==> config.mk <==
export PLATFORM = sky130hd
export DESIGN_NAME = trigger_io_pin
export DESIGN_NICKNAME = d
export VERILOG_FILES = /design/src/shared/trig_pin_pkg.sv /design/src/shared/pwm_if.sv /design/src/design/pwm_gen.sv /design/src/design/trigger_io_pin.sv
export SDC_FILE = /design/constraint.sdc
export NUM_CORES = 1
export LEC_CHECK = 0
export ABC_CLOCK_PERIOD_IN_PS = 4400
export BUFFER_PORTS_ARGS = -buffer_cell sky130_fd_sc_hd__buf_2
export CAP_MARGIN = 10
export CORE_MARGIN = 1.5
export CORE_UTILIZATION = 59
export CTS_BUF_LIST = sky130_fd_sc_hd__clkbuf_4 sky130_fd_sc_hd__clkbuf_8 sky130_fd_sc_hd__clkbuf_16
export DETAILED_ROUTE_END_ITERATION = 12
export GPL_TIMING_DRIVEN = 0
export PLACE_DENSITY = 0.81
export SLEW_MARGIN = 10
export SYNTH_ARGS = -nofsm -noshare
export SYNTH_HDL_FRONTEND = slang
export SYNTH_SLANG_ARGS = --single-unit
==> constraint.sdc <==
create_clock -name clock_i -period 4.4 [get_ports clock_i]
set_input_delay 0.88 -clock clock_i [delete_from_list [all_inputs] [get_ports clock_i]]
set_output_delay 0.88 -clock clock_i [all_outputs]
set_load 0.03 [all_outputs]
==> src/shared/trig_pin_pkg.sv <==
// constants and types for the trigger i/o pin
package trig_pin_pkg;
  // pin roles
  typedef enum logic [1:0] {ROLE_TRIGGER, ROLE_INPUT, ROLE_OUTPUT} role_t;
  // trigger direction within trigger role
  typedef enum logic {TDIR_OUT, TDIR_IN} tdir_t;
  // trigger-input target
  typedef enum logic [1:0] {TGT_MEASURE, TGT_DLOG, TGT_SEQUENCE} target_t;
  // general output drive selection
  typedef enum logic [1:0] {DRV_ZERO, DRV_ONE, DRV_PWM} drive_t;
  // sequence trigger source
  typedef enum logic {SEQ_SRC_MANUAL, SEQ_SRC_EXTERNAL} seq_src_t;
  // clock rate and pulse timing
  localparam int CLK_HZ = 25000000;
  localparam int LOW_TIME_US = 30;
  localparam int LOW_CYCLES = (LOW_TIME_US * (CLK_HZ / 1000000));
  localparam int CNT_W = 16;
  localparam logic [CNT_W-1:0] CNT_RESET = 16'h0000;
  localparam logic [CNT_W-1:0] LOW_CNT = CNT_W'(LOW_CYCLES);
  localparam int PWM_W = 16;
endpackage

==> src/shared/pwm_if.sv <==
// interface between pin top and pwm generator
`timescale 1ns/1ps
interface pwm_if #(parameter int W = 16);
  logic enable;
  logic [W-1:0] period;
  logic [W-1:0] high_time;
  logic wave;
  modport ctrl (output enable, output period, output high_time, input wave);
  modport gen (input enable, input period, input high_time, output wave);
endinterface

==> src/design/pwm_gen.sv <==
// pwm waveform generator with period and duty settings
`timescale 1ns/1ps
module pwm_gen #(
  parameter int W = 16
) (
  input wire logic clock_i,
  input wire logic rst_b_i,
  pwm_if.gen bus
);
  typedef struct packed {
    logic [W-1:0] cnt;
    logic wave;
  } pwm_state_t;

  pwm_state_t s_q;
  pwm_state_t s_d;

  // period counter and compare
  always_comb
  begin
    s_d = s_q;
    if (!bus.enable)
    begin
      s_d.cnt = '0;
      s_d.wave = 1'b0;
    end
    else
    begin
      if (s_q.cnt >= bus.period)
        s_d.cnt = '0;
      else
        s_d.cnt = s_q.cnt + 1'b1;
      s_d.wave = (s_d.cnt < bus.high_time);
    end
  end

  // state register
  always_ff @(posedge clock_i or negedge rst_b_i)
  begin
    if (!rst_b_i)
      s_q <= '0;
    else
      s_q <= s_d;
  end

  assign bus.wave = s_q.wave;
endmodule

==> src/design/trigger_io_pin.sv <==
// one configurable trigger / level / output pin
`timescale 1ns/1ps
module trigger_io_pin #(
  parameter int PWM_W = trig_pin_pkg::PWM_W,
  parameter int CNT_W = trig_pin_pkg::CNT_W
) (
  input wire logic clock_i,
  input wire logic rst_b_i,
  input wire trig_pin_pkg::role_t role_i,
  input wire trig_pin_pkg::tdir_t trig_dir_i,
  input wire trig_pin_pkg::target_t target_i,
  input wire trig_pin_pkg::drive_t drive_i,
  input wire trig_pin_pkg::seq_src_t sequence_trigger_source_i,
  input wire logic invert_i,
  input wire logic meas_arm_i,
  input wire logic trig_event_i,
  input wire logic panel_key_i,
  input wire logic [PWM_W-1:0] pwm_period_i,
  input wire logic [PWM_W-1:0] pwm_high_i,
  input wire logic pin_i,
  output logic pin_o,
  output logic pin_oe_o,
  output logic level_o,
  output logic meas_start_o,
  output logic dlog_start_o,
  output logic seq_start_o
);
  typedef struct packed {
    logic [CNT_W-1:0] low_cnt;
    logic pulsing;
    logic [CNT_W-1:0] in_cnt;
    logic in_seen;
    logic pin_out;
    logic pin_oe;
    logic level;
    logic meas;
    logic dlog;
    logic seq;
  } pin_state_t;

  pin_state_t s_q;
  pin_state_t s_d;
  logic pwm_wave;
  logic logic_in;
  logic trig_out_role;
  logic trig_in_role;
  logic fire;

  pwm_if #(.W(PWM_W)) pwm_bus ();

  //////////////////////////////////////////////////////////////////////////
  // pwm generator feed
  assign pwm_bus.enable = (role_i == trig_pin_pkg::ROLE_OUTPUT) &&
                          (drive_i == trig_pin_pkg::DRV_PWM);
  assign pwm_bus.period = pwm_period_i;
  assign pwm_bus.high_time = pwm_high_i;
  assign pwm_wave = pwm_bus.wave;

  pwm_gen #(.W(PWM_W)) u_pwm (
    .clock_i(clock_i),
    .rst_b_i(rst_b_i),
    .bus(pwm_bus.gen)
  );

  //////////////////////////////////////////////////////////////////////////
  // role decode and event sources
  assign logic_in = pin_i ^ invert_i;
  assign trig_out_role = (role_i == trig_pin_pkg::ROLE_TRIGGER) &&
                         (trig_dir_i == trig_pin_pkg::TDIR_OUT);
  assign trig_in_role = (role_i == trig_pin_pkg::ROLE_TRIGGER) &&
                        (trig_dir_i == trig_pin_pkg::TDIR_IN);
  // internal trigger or manual-source panel key fires a pulse
  assign fire = trig_event_i ||
                (panel_key_i && (sequence_trigger_source_i ==
                                 trig_pin_pkg::SEQ_SRC_MANUAL));

  //////////////////////////////////////////////////////////////////////////
  // next-state logic
  always_comb
  begin
    s_d = s_q;
    s_d.meas = 1'b0;
    s_d.dlog = 1'b0;
    s_d.seq = 1'b0;
    s_d.pin_oe = 1'b0;
    s_d.pin_out = 1'b1;
    // panel key starts a manual-source sequence in any role
    if (panel_key_i && (sequence_trigger_source_i ==
                        trig_pin_pkg::SEQ_SRC_MANUAL))
      s_d.seq = 1'b1;
    case (role_i)
      trig_pin_pkg::ROLE_TRIGGER:
      begin
        if (trig_out_role)
        begin
          // low pulse timer, restarts on new event
          if (fire)
          begin
            s_d.pulsing = 1'b1;
            s_d.low_cnt = trig_pin_pkg::LOW_CNT;
          end
          else if (s_q.pulsing)
          begin
            if (s_q.low_cnt <= 16'h0001)
              s_d.pulsing = 1'b0;
            s_d.low_cnt = s_q.low_cnt - 1'b1;
          end
          s_d.pin_oe = 1'b1;
          s_d.pin_out = s_d.pulsing ~^ invert_i;
          s_d.in_cnt = trig_pin_pkg::CNT_RESET;
          s_d.in_seen = 1'b0;
        end
        else
        begin
          s_d.pulsing = 1'b0;
          s_d.low_cnt = trig_pin_pkg::CNT_RESET;
          // qualify a low of at least the minimum width
          if (logic_in)
          begin
            s_d.in_cnt = trig_pin_pkg::CNT_RESET;
            s_d.in_seen = 1'b0;
          end
          else if (!s_q.in_seen)
          begin
            s_d.in_cnt = s_q.in_cnt + 1'b1;
            if (s_d.in_cnt >= trig_pin_pkg::LOW_CNT)
            begin
              s_d.in_seen = 1'b1;
              case (target_i)
                trig_pin_pkg::TGT_MEASURE:
                  s_d.meas = meas_arm_i;
                trig_pin_pkg::TGT_DLOG:
                  s_d.dlog = 1'b1;
                // keep a panel-key start raised in the same cycle
                trig_pin_pkg::TGT_SEQUENCE:
                  s_d.seq = s_d.seq || (sequence_trigger_source_i ==
                            trig_pin_pkg::SEQ_SRC_EXTERNAL);
                default:
                  s_d.seq = s_d.seq;
              endcase
            end
          end
        end
      end
      trig_pin_pkg::ROLE_INPUT:
      begin
        s_d.level = logic_in;
        s_d.pulsing = 1'b0;
        s_d.in_seen = 1'b0;
        s_d.in_cnt = trig_pin_pkg::CNT_RESET;
      end
      trig_pin_pkg::ROLE_OUTPUT:
      begin
        s_d.pin_oe = 1'b1;
        s_d.pulsing = 1'b0;
        case (drive_i)
          trig_pin_pkg::DRV_ONE:
            s_d.pin_out = invert_i;
          trig_pin_pkg::DRV_ZERO:
            s_d.pin_out = ~invert_i;
          trig_pin_pkg::DRV_PWM:
            s_d.pin_out = pwm_wave ^ invert_i;
          default:
            s_d.pin_out = ~invert_i;
        endcase
      end
      default:
      begin
        s_d.pulsing = 1'b0;
      end
    endcase
  end

  //////////////////////////////////////////////////////////////////////////
  // state register
  always_ff @(posedge clock_i or negedge rst_b_i)
  begin
    if (!rst_b_i)
    begin
      s_q <= '0;
      s_q.pin_out <= 1'b1;
      s_q.level <= 1'b1;
    end
    else
      s_q <= s_d;
  end

  // outputs from flip-flops
  assign pin_o = s_q.pin_out;
  assign pin_oe_o = s_q.pin_oe;
  assign level_o = s_q.level;
  assign meas_start_o = s_q.meas;
  assign dlog_start_o = s_q.dlog;
  assign seq_start_o = s_q.seq;
endmodule

==> results.py, run 1 <==
metrics = {
    "floorplan": {
        "core_sq_um": 6830,
        "std_cell_rows": 30,
        "fp.dieH_microns": 87.5,
        "die_width_microns": 87.5,
        "die_area_sq_um": 7650,
        "initial_core_utilization": 0.616,
        "ioPinCount": 53,
    },
    "sta": {
        "fmax_mhz": 252,
        "finalHoldViolCount": 0,
        "slew_headroom": 0.517,
        "rsz0062_at_grt": "no",
        "timing.final.ws_setup_ns": 0.436,
        "timing.final.setup_violations": 0,
        "worst-slew-pin-transition_ns": 0.725,
        "timing.final.max_slew_violations": 0,
        "fin_setup_tns_ns": 0,
        "final_skew_ns": 0.00884,
        "fin_crit_sh": 0.901,
        "finalWorstPathRequiredPeriod_ns": 3.96,
        "hold-worst-slack_ns": 0.499,
    },
    "power": {
        "power.density_nw_per_um2": 286,
        "clockPowerShare": 0.460,
        "power_switching_share": 0.258,
        "total_switching_power_uw": 358,
        "leakage_nw": 2.33,
        "ir_worst_vdd_mv": 0.259,
        "seq_power_share": 0.416,
        "internal_power_mw": 1.03,
        "power_frac_comb": 0.124,
    },
    "placed_design": {
        "placedInstanceArea_sq_um": 4590,
        "hpwlAfterDp_mm": 6.92,
        "placement.setup.worst_slack_ns": 0.161,
        "io_buffer_count": 52,
        "gpl.final_weighted_congestion": 0.914,
    },
    "synth": {
        "synth_largest_type_area_fraction": 0.327,
        "synth_area_sq_um": 4210,
        "synth.top_cells.by_area": "dfrtp_1 33%, ha_1 11%, nor2_1 5.9%",
        "synth.largest_area_cell": "dfrtp_1",
        "ys_types": 64,
        "synth_sequential_area_ratio": 0.339,
        "synth_cells": 502,
        "syn_area_per_cell_sq_um": 8.39,
        "yosys_register_bits": 57,
        "synth_fp_nets": 587,
        "synth_ff_type": "dfrtp_1",
        "synth_edf_count": 0,
        "async_flop_share": 1.00,
        "synth-warning-count": 0,
    },
    "layout": {
        "final_cell_mix": "66 x nor2_1, 59 x buf_2, 55 x dfrtp_1",
        "layout.cells.most_common": "nor2_1",
        "layout-area-overhead-vs-synth_pct": 15.2,
        "post-route-cell-area_sq_um": 4850,
        "drive_above_1_share": 0.182,
        "nFillCells": 544,
        "utilization": 0.710,
        "antenna-diode-count": 0,
        "design.final.nets": 650,
    },
    "worst_setup_path": {
        "criticalPathCategory": "input pin to flop",
        "worstPathArrival_ns": 4.19,
        "critical_path.startpoint_type": "input pin",
        "setup.worst_path.end_class": "flop",
        "critical_path_required_ns": 4.63,
        "cell_depth_of_the_worst_flop_to_flop_path": 14,
        "worstPathMaxFanout": 10,
    },
    "detailed_routing": {
        "routedWlPerCell_microns": 14.2,
        "remaining_antenna_violation_count_after_routing": 0,
        "total_wirelength_of_the_detailed_routed_design_mm": 9.44,
        "drcViolationCount": 0,
        "first_iter_violations": 229,
        "via_count": 3843,
        "drt-vias-per-instance": 5.77,
        "detailedRoute.firstPassIterationCount": 5,
    },
    "cts": {
        "ctsLongestPathBuffers": 2,
        "h-tree-depth": 3,
        "cts_tree": "yes",
        "post_cts_buffers": 0,
        "number_of_clock_sinks": 57,
        "cts_repair_resize_count": 0,
        "clock_insertion_delay_worst_skew_ns": 0.34,
        "cts_made_buffers": 9,
        "postCtsHoldBufs": 0,
        "clk_pin_slew_ns": 0.07,
        "cts_root_buffer": "clkbuf_8",
    },
    "worst_hold_path": {
        "hold_path_class": "flop to flop",
        "holdPathStages": 2,
    },
    "global_route": {
        "grt_max_degree": 58,
        "antenna_found_initial": 0,
        "grtUsageTotal": 0.264,
        "overflow": 0,
        "grt_pass1_wl_mm": 15.8,
        "first_global_vias": 3504,
    },
    "run": {
        "maxCapViolations": 0,
    },
    "outcome": {
        "outcome": "finished, final reports clean",
    },
}
-- cell usage after synthesis, drive strengths merged (3+ instances only) --
library cell   n
o21ai         46
dfrtp         55
nand2b         4
a21oi         31
and3           6
clkbuf        10
nor3b          3
o31ai          8
nand4          8
and2           5
a2111oi        3
nor2          66
ha            38
a21o           6
a31oi          6
inv           46
nand2         47
buf            9
xor2          10
nor4          10
nor3          11
nor2b          3
nand3         24
xnor2         12
-- state kept, by name, summed over array words and instances, names as in the netlist --
signal          flops
u_pwm.bus.wave      1
s_q                34
seq_start_o         1
dlog_start_o        1
u_pwm.s_q          16
level_o             1
pin_o               1
pin_oe_o            1
meas_start_o        1
-- final timing paths --
| kind | slack, ns | to | start |
|---|---|---|---|
| max in group asynchronous | 3.33 | pin_oe_o$_DFF_PN0_ | rst_b_i |
| worst min register to register | 0.50 | s_q[35]$_DFFE_PN0P_ | s_q[35]$_DFFE_PN0P_ |
| worst min-delay path | 0.50 | s_q[35]$_DFFE_PN0P_ | s_q[35]$_DFFE_PN0P_ |
| worst max register to register | 0.60 | u_pwm.bus.wave$_DFF_PN0_ | u_pwm.s_q[8]$_DFF_PN0_ |
| worst max-delay path | 0.44 | u_pwm.bus.wave$_DFF_PN0_ | pwm_period_i[7] |
| min in group asynchronous | 0.57 | u_pwm.s_q[16]$_DFF_PN0_ | rst_b_i |
-- power by group through the flow --
stage / sequential (mW) / clock, mW / combinational, mW
CTS: 0.577 / 0.640 / 0.172
finish: 0.577 / 0.638 / 0.172
detailed placement: 0.586 / 0 / 0.171
floorplan: 0.588 / 0 / 0.103
global route: 0.581 / 0.670 / 0.199
global placement: 0.585 / 0 / 0.165
-- routing by layer --
layer | share of wire | up-vias | routed length, microns | track usage
li1 | - | 1881 | - | -
met1 | 0.47 | 1841 | 4430 | 0.368
met2 | 0.46 | 104 | 4370 | 0.413
met3 | 0.054 | 17 | 506 | 0.0502
met4 | 0.015 | 0 | 139 | 0.0909
met5 | 0 | - | 0 | 0
-- metrics by stage --
stage	cells	total power, mW
finish	666	1.39
global route	666	1.45
detailed placement	650	0.757
floorplan	502	0.691
CTS	666	1.39
global placement	650	0.750
-- cell type report --
class | instances | area [sq um] | area share
multi-input combinational | 379 | 2520 | 0.519
inverter | 47 | 176 | 0.0364
buffer | 19 | 86.3 | 0.0178
clock buffer | 12 | 159 | 0.0328
clock inverter | 4 | 98.8 | 0.0204
timing repair buffer | 52 | 263 | 0.0542
tap | 96 | 120 | 0.0248
sequential | 57 | 1430 | 0.295
-- cell families (layout without fill, tap and decap cells) --
| family | count (synthesis) | count (layout) | synth area share |
|---|---|---|---|
| and+or+nand+nor | 199 | 199 | 0.260 |
| AOI/OAI and AO/OA | 117 | 117 | 0.172 |
| buffers and inverters | 66 | 134 | 0.0624 |
| DFF | 57 | 57 | 0.339 |
| adders and majority gates | 38 | 38 | 0.113 |
| xor gates and xnor gates | 22 | 22 | 0.0458 |
| muxes | 3 | 3 | 0.00743 |
-- worst max-delay path, cell delays in order --
cell and delay [ns]:
buf_2 0.07, inv_1 0.03, ha_1 0.31, and4_1 0.18
o21ai_0 0.12, nor4_1 0.24, a2bb2oi_1 0.14, nand2_1 0.22
clkbuf_1 0.41, nor2_1 0.13, ha_1 0.30, and4_1 0.22
nand2_1 0.06, a2111oi_0 0.51, a2111oi_0 0.21, o31a_1 0.15
Note: power is estimated with default switching activity, not from simulation.
==> inputs of run 2 (changes only) <==
--- a/config.mk
+++ b/config.mk
@@ -17,4 +17,5 @@
 export SLEW_MARGIN = 10
 export SYNTH_ARGS = -nofsm -noshare
 export SYNTH_HDL_FRONTEND = slang
+export SYNTH_HIERARCHICAL = 1
 export SYNTH_SLANG_ARGS = --single-unit
==> results.py, run 2 <==
metrics = {
    "cts": {
        "ctsLongestPathBuffers": 2,
        "cts_tree": "yes",
        "clock_insertion_delay_worst_skew_ns": 0.33,
        "post_cts_buffers": 0,
        "cts_made_buffers": 9,
        "postCtsHoldBufs": 0,
        "h-tree-depth": 3,
        "cts_repair_resize_count": 0,
        "number_of_clock_sinks": 57,
        "cts_root_buffer": "clkbuf_8",
        "clk_pin_slew_ns": 0.07,
    },
    "power": {
        "ir_worst_vdd_mv": 0.129,
        "power.density_nw_per_um2": 271,
        "leakage_nw": 2.23,
    },
    "sta": {
        "finalHoldViolCount": 0,
        "final_skew_ns": 0.0109,
        "rsz0062_at_grt": "no",
        "slew_headroom": 0.456,
        "fin_crit_sh": 0.894,
        "timing.final.setup_violations": 0,
        "timing.final.max_slew_violations": 0,
        "worst-slew-pin-transition_ns": 0.814,
        "finalWorstPathRequiredPeriod_ns": 3.93,
        "fmax_mhz": 254,
        "timing.final.ws_setup_ns": 0.466,
        "fin_setup_tns_ns": 0,
    },
    "placed_design": {
        "gpl.final_weighted_congestion": 0.892,
        "hpwlAfterDp_mm": 7.27,
        "placement.setup.worst_slack_ns": 0.117,
        "placedInstanceArea_sq_um": 4450,
        "cell_count_post_placement": 620,
        "io_buffer_count": 52,
    },
    "floorplan": {
        "ioPinCount": 53,
        "initial_core_utilization": 0.605,
        "die_area_sq_um": 7430,
        "std_cell_rows": 30,
        "fp.dieH_microns": 86.2,
        "die_width_microns": 86.2,
        "core_sq_um": 6760,
    },
    "layout": {
        "biggestRegsByFlops": "s_q x34, u_pwm/s_q x16",
        "layout.cells.most_common": "nor2_1",
        "post-route-cell-area_sq_um": 4670,
        "largest_register_ffs": 34,
        "design.final.nets": 636,
        "drive_above_1_share": 0.158,
        "final_cells": 636,
        "final_cell_mix": "59 x nor2_1, 55 x dfrtp_1, 54 x buf_2",
        "nFillCells": 555,
        "layout-area-overhead-vs-synth_pct": 14.4,
        "most_flop_heavy_register": "s_q",
        "antenna-diode-count": 0,
        "utilization": 0.692,
    },
    "synth": {
        "synth.top_cells.by_area": "dfrtp_1 34%, ha_1 12%, nor2_1 5.4%",
        "yosys_register_bits": 57,
        "ys_types": 64,
        "synth_largest_type_area_fraction": 0.337,
        "synth_fp_nets": 573,
        "async_flop_share": 1.00,
        "synth_common_cells": "59 x nor2_1, 55 x dfrtp_1, 45 x inv_1",
        "synth_area_sq_um": 4090,
        "synth_edf_count": 0,
        "synth_sequential_area_ratio": 0.350,
        "synth_ff_type": "dfrtp_1",
        "synth_cells": 488,
        "synth.largest_area_cell": "dfrtp_1",
        "synth-warning-count": 6,
        "synthMostInstantiatedCell": "nor2_1",
        "syn_area_per_cell_sq_um": 8.37,
    },
    "detailed_routing": {
        "drt-vias-per-instance": 5.94,
        "drcViolationCount": 0,
        "remaining_antenna_violation_count_after_routing": 0,
        "total_wirelength_of_the_detailed_routed_design_mm": 9.67,
        "routedWlPerCell_microns": 15.2,
        "first_iter_violations": 144,
        "via_count": 3778,
        "detailedRoute.firstPassIterationCount": 5,
    },
    "global_route": {
        "grt_pass1_wl_mm": 16.5,
        "overflow": 0,
        "antenna_found_initial": 0,
        "grt_max_degree": 58,
        "first_global_vias": 3722,
        "grtUsageTotal": 0.278,
    },
    "worst_setup_path": {
        "criticalPathCategory": "input pin to flop",
        "critical_path.startpoint_type": "input pin",
        "regToRegSetupSlack_ns": 0.51,
        "setup.worst_path.end_class": "flop",
        "worstPathMaxFanout": 10,
        "worstPathArrival_ns": 4.19,
        "critical_path_required_ns": 4.66,
    },
    "worst_hold_path": {
        "hold_path_class": "flop to flop",
    },
    "outcome": {
        "outcome": "finished, final reports clean",
    },
    "run": {
        "maxCapViolations": 0,
    },
}
## run 2: logic make-up after synthesis
| logic type | Yosys count | share of synthesized area |
|---|---|---|
| adder cells (fa/ha/maj) | 38 | 0.116 |
| AO/OA/AOI/OAI | 107 | 0.164 |
| multiplexers | 2 | 0.00521 |
| AND/OR/NAND/NOR | 198 | 0.254 |
| flip-flops | 57 | 0.350 |
| buffers and inverters | 61 | 0.0569 |
| XOR/XNOR | 25 | 0.0536 |
## run 2: stage by stage
stage	power [mW]	hold WS [ns]
after floorplan	0.657	0.465
after global placement	0.715	0.502
after detailed placement	0.722	0.518
after CTS	1.27	0.527
after global routing	1.32	0.567
final	1.27	0.526
## run 2: layout make-up
type,instances,area (sq um),share of cell area
flip-flops and latches,57,1430,0.306
clock buffers,11,145,0.0310
multi-input cells,370,2420,0.519
inverters,45,169,0.0361
well taps,80,100,0.0214
repair buffers,52,263,0.0562
clock inverters,5,80.1,0.0171
plain buffers,16,63.8,0.0137
## run 2: path summary, 6_finish.rpt
kind                                             to                    from  cells after the start
max in group asynchronous   u_pwm/s_q[11]$_DFF_PN0_                 rst_b_i                      1
min in group asynchronous       s_q[37]$_DFFE_PN0P_                 rst_b_i                      1
hold / removal                  s_q[38]$_DFFE_PN0P_     s_q[38]$_DFFE_PN0P_                      1
setup reg to reg           u_pwm/bus.wave$_DFF_PN0_  u_pwm/s_q[1]$_DFF_PN0_                     14
setup / recovery           u_pwm/bus.wave$_DFF_PN0_         pwm_period_i[0]                     14
hold reg to reg                 s_q[38]$_DFFE_PN0P_     s_q[38]$_DFFE_PN0P_                      1
## run 2: worst max-delay path, cell delays in order
cell	delay [ns]
buf_2	0.10
ha_1	0.25
nand2b_1	0.15
a2111o_1	0.44
a31oi_2	0.23
or3b_1	0.41
buf_2	0.19
nor2_1	0.12
ha_1	0.25
a21o_1	0.20
a221oi_1	0.29
o21bai_1	0.10
a311oi_1	0.33
o311a_1	0.24
## run 2: per-layer routing
layer,GRT usage,part of all wire,vias up
li1,-,-,1864
met1,0.349,0.44,1774
met2,0.489,0.50,122
met3,0.0400,0.048,18
met4,0.0997,0.018,0
met5,0,0,-
## run 2: power breakdown
part | leakage [nW] | switching (mW) | internal, mW
clock | 0.109 | 0.216 | 0.340
combinational | 1.35 | 0.0897 | 0.0608
sequential | 0.769 | 0.0199 | 0.542
==> inputs of run 3 (changes only) <==
--- a/config.mk
+++ b/config.mk
@@ -9,11 +9,9 @@
 export BUFFER_PORTS_ARGS = -buffer_cell sky130_fd_sc_hd__buf_2
 export CAP_MARGIN = 10
 export CORE_MARGIN = 1.5
-export CORE_UTILIZATION = 59
-export CTS_BUF_LIST = sky130_fd_sc_hd__clkbuf_4 sky130_fd_sc_hd__clkbuf_8 sky130_fd_sc_hd__clkbuf_16
+export CORE_UTILIZATION = 30
 export DETAILED_ROUTE_END_ITERATION = 12
 export GPL_TIMING_DRIVEN = 0
-export PLACE_DENSITY = 0.81
 export SLEW_MARGIN = 10
 export SYNTH_ARGS = -nofsm -noshare
 export SYNTH_HDL_FRONTEND = slang
==> results.py, run 3 (synthesis results as in run 2) <==
metrics = {
    "cts": {
        "clk_pin_slew_ns": 0.05,
        "cts_root_buffer": "clkbuf_16",
        "ctsLongestPathBuffers": 2,
        "cts_tree": "yes",
        "number_of_clock_sinks": 57,
        "cts_made_buffers": 9,
        "clock_insertion_delay_worst_skew_ns": 0.33,
        "cts_repair_resize_count": 0,
        "post_cts_buffers": 0,
        "h-tree-depth": 3,
        "postCtsHoldBufs": 0,
    },
    "floorplan": {
        "fp.dieH_microns": 120,
        "core_sq_um": 13200,
        "initial_core_utilization": 0.309,
        "std_cell_rows": 42,
        "ioPinCount": 53,
        "die_width_microns": 120,
        "die_area_sq_um": 14300,
    },
    "detailed_routing": {
        "drt-vias-per-instance": 5.11,
        "first_iter_violations": 192,
        "via_count": 3738,
        "total_wirelength_of_the_detailed_routed_design_mm": 10.2,
        "routedWlPerCell_microns": 13.9,
        "drcViolationCount": 0,
        "remaining_antenna_violation_count_after_routing": 0,
        "detailedRoute.firstPassIterationCount": 4,
    },
    "layout": {
        "seq_area_sq_um": 1430,
        "most_flop_heavy_register": "s_q",
        "multiInputGateArea_sq_um": 2420,
        "layout.cells.most_common": "nor2_1",
        "nFillCells": 1423,
        "antenna-diode-count": 0,
        "largest_register_ffs": 34,
        "post-route-cell-area_sq_um": 4830,
        "final_cell_mix": "59 x nor2_1, 55 x dfrtp_1, 54 x buf_2",
        "drive_above_1_share": 0.156,
        "design.final.nets": 636,
        "layout-area-overhead-vs-synth_pct": 18.3,
        "biggestRegsByFlops": "s_q x34, u_pwm/s_q x16",
        "final_cells": 732,
    },
    "sta": {
        "worst-slew-pin-transition_ns": 0.789,
        "rsz0062_at_grt": "no",
        "fmax_mhz": 256,
        "finalWorstPathRequiredPeriod_ns": 3.91,
        "fin_setup_tns_ns": 0,
        "timing.final.max_slew_violations": 0,
        "finalHoldViolCount": 0,
        "slew_headroom": 0.467,
        "fin_crit_sh": 0.888,
        "timing.final.setup_violations": 0,
        "final_skew_ns": 0.00896,
    },
    "placed_design": {
        "io_buffer_count": 52,
        "hpwlAfterDp_mm": 7.66,
        "cell_count_post_placement": 716,
        "gpl.final_weighted_congestion": 0.896,
        "placedInstanceArea_sq_um": 4570,
    },
    "power": {
        "clockPowerShare": 0.466,
        "internal_power_uw": 980,
        "leakage_nw": 2.25,
        "power_switching_share": 0.268,
        "power_frac_comb": 0.113,
        "seq_power_share": 0.421,
        "power.density_nw_per_um2": 277,
        "ir_worst_vdd_mv": 0.207,
        "total_switching_power_uw": 359,
    },
    "worst_setup_path": {
        "crit_path_top_delay_cell": "a2111o_1",
        "critical_path.top_delay_family": "compound AO/OA/AOI/OAI gates",
        "cp_slowest_stage_delay_ns": 0.44,
        "cell_depth_of_the_worst_flop_to_flop_path": 14,
        "crit_path_cell_trace": "buf_2 -> ha_1 -> nand2b_1 -> a2111o_1 -> a31oi_2 -> or3b_1 -> buf_2 -> nor2_1 -> ha_1 -> a21o_1 -> a221oi_1 -> o21bai_1 -> a311oi_1 -> o311a_1",
        "critical_path_required_ns": 4.66,
        "setup.worst_path.end_class": "flop",
        "regToRegSetupSlack_ns": 0.55,
        "criticalPathCategory": "input pin to flop",
        "worstPathArrival_ns": 4.16,
        "worstPathMaxFanout": 10,
        "timing.critical_path.buf_inv": 2,
        "critical_path.startpoint_type": "input pin",
        "regToRegEndpoint": "u_pwm/bus.wave$_DFF_PN0_",
        "critical_path.reg2reg.startpoint": "u_pwm/s_q[1]$_DFF_PN0_",
    },
    "outcome": {
        "outcome": "finished, final reports clean",
    },
    "global_route": {
        "antenna_found_initial": 0,
        "grt_pass1_wl_mm": 17.2,
        "grt_max_degree": 58,
        "overflow": 0,
        "grtUsageTotal": 0.149,
        "first_global_vias": 3712,
    },
    "worst_hold_path": {
        "hold-path-endpoint": "level_o$_DFFE_PN1P_",
        "holdPathStages": 2,
        "hold_start": "level_o$_DFFE_PN1P_",
        "hold_path_class": "flop to flop",
    },
    "run": {
        "maxCapViolations": 0,
    },
}
==> run 3: cell count changes in the layout (fill, tap and decap cells not counted) <==
cell	before	now
clkbuf_8	10	0
clkbuf_16	0	9
clkinv_2	1	4
bufinv_16	2	0
clkbuf_1	13	14
clkbuf_4	1	0
==> run 3: area by class of cell <==
type                            count  area share
Clock buffer                       10      0.0474
Sequential cell                    57       0.296
Clock inverter                      6     0.00725
Inverter                           45      0.0349
Tap cell                          176      0.0456
Buffer                             16      0.0132
Multi-Input combinational cell    370       0.502
Timing Repair Buffer               52      0.0544
==> run 3: power groups by stage <==
| stage | clock network, mW | logic, mW | registers [mW] |
|---|---|---|---|
| 2_1_floorplan | 0 | 0.0831 | 0.574 |
| 3_3_place_gp | 0 | 0.148 | 0.571 |
| 3_5_place_dp | 0 | 0.153 | 0.571 |
| 4_1_cts | 0.640 | 0.154 | 0.563 |
| 5_1_grt | 0.667 | 0.172 | 0.566 |
| 6_report | 0.624 | 0.152 | 0.563 |
==> run 3: worst max path at each step <==
stage | startpoint | to | slack (ns) | depth (start not counted)
6_report | pwm_period_i[0] | u_pwm/bus.wave$_DFF_PN0_ | 0.49 | 14
5_1_grt | pwm_period_i[0] | u_pwm/bus.wave$_DFF_PN0_ | 0.32 | 14
4_1_cts | pwm_period_i[0] | u_pwm/bus.wave$_DFF_PN0_ | 0.51 | 14
3_5_place_dp | pwm_period_i[0] | u_pwm/bus.wave$_DFF_PN0_ | 0.21 | 14
3_3_place_gp | pwm_period_i[0] | u_pwm/bus.wave$_DFF_PN0_ | 0.22 | 14
2_1_floorplan | pwm_period_i[0] | u_pwm/bus.wave$_DFF_PN0_ | 0.64 | 13
==> run 3: stage by stage <==
stage | util | total power, mW | hold WS, ns | setup WS (ns)
after floorplan | - | 0.657 | 0.465 | 0.637
after global placement | 0.345 | 0.719 | 0.506 | 0.216
after detailed placement | 0.345 | 0.724 | 0.510 | 0.210
after CTS | 0.365 | 1.36 | 0.518 | 0.508
after global routing | 0.365 | 1.41 | 0.538 | 0.321
final | 0.365 | 1.34 | 0.517 | 0.494
==> run 3: per-layer routing <==
layer / wire length (microns) / up-vias / part of all wire / global-route usage
met5: 0 / - / 0 / 0
met4: 151 / 0 / 0.015 / 0.0558
met3: 512 / 14 / 0.050 / 0.0318
met2: 4660 / 103 / 0.46 / 0.236
met1: 4830 / 1759 / 0.48 / 0.199
li1: - / 1862 / - / -
==> run 3: worst min-delay path, delay by kind of cell (launching register included) <==
| kind | cells | cell delay, ns |
|---|---|---|
| flops | 1 | 0.36 |
| compound gates | 2 | 0.15 |
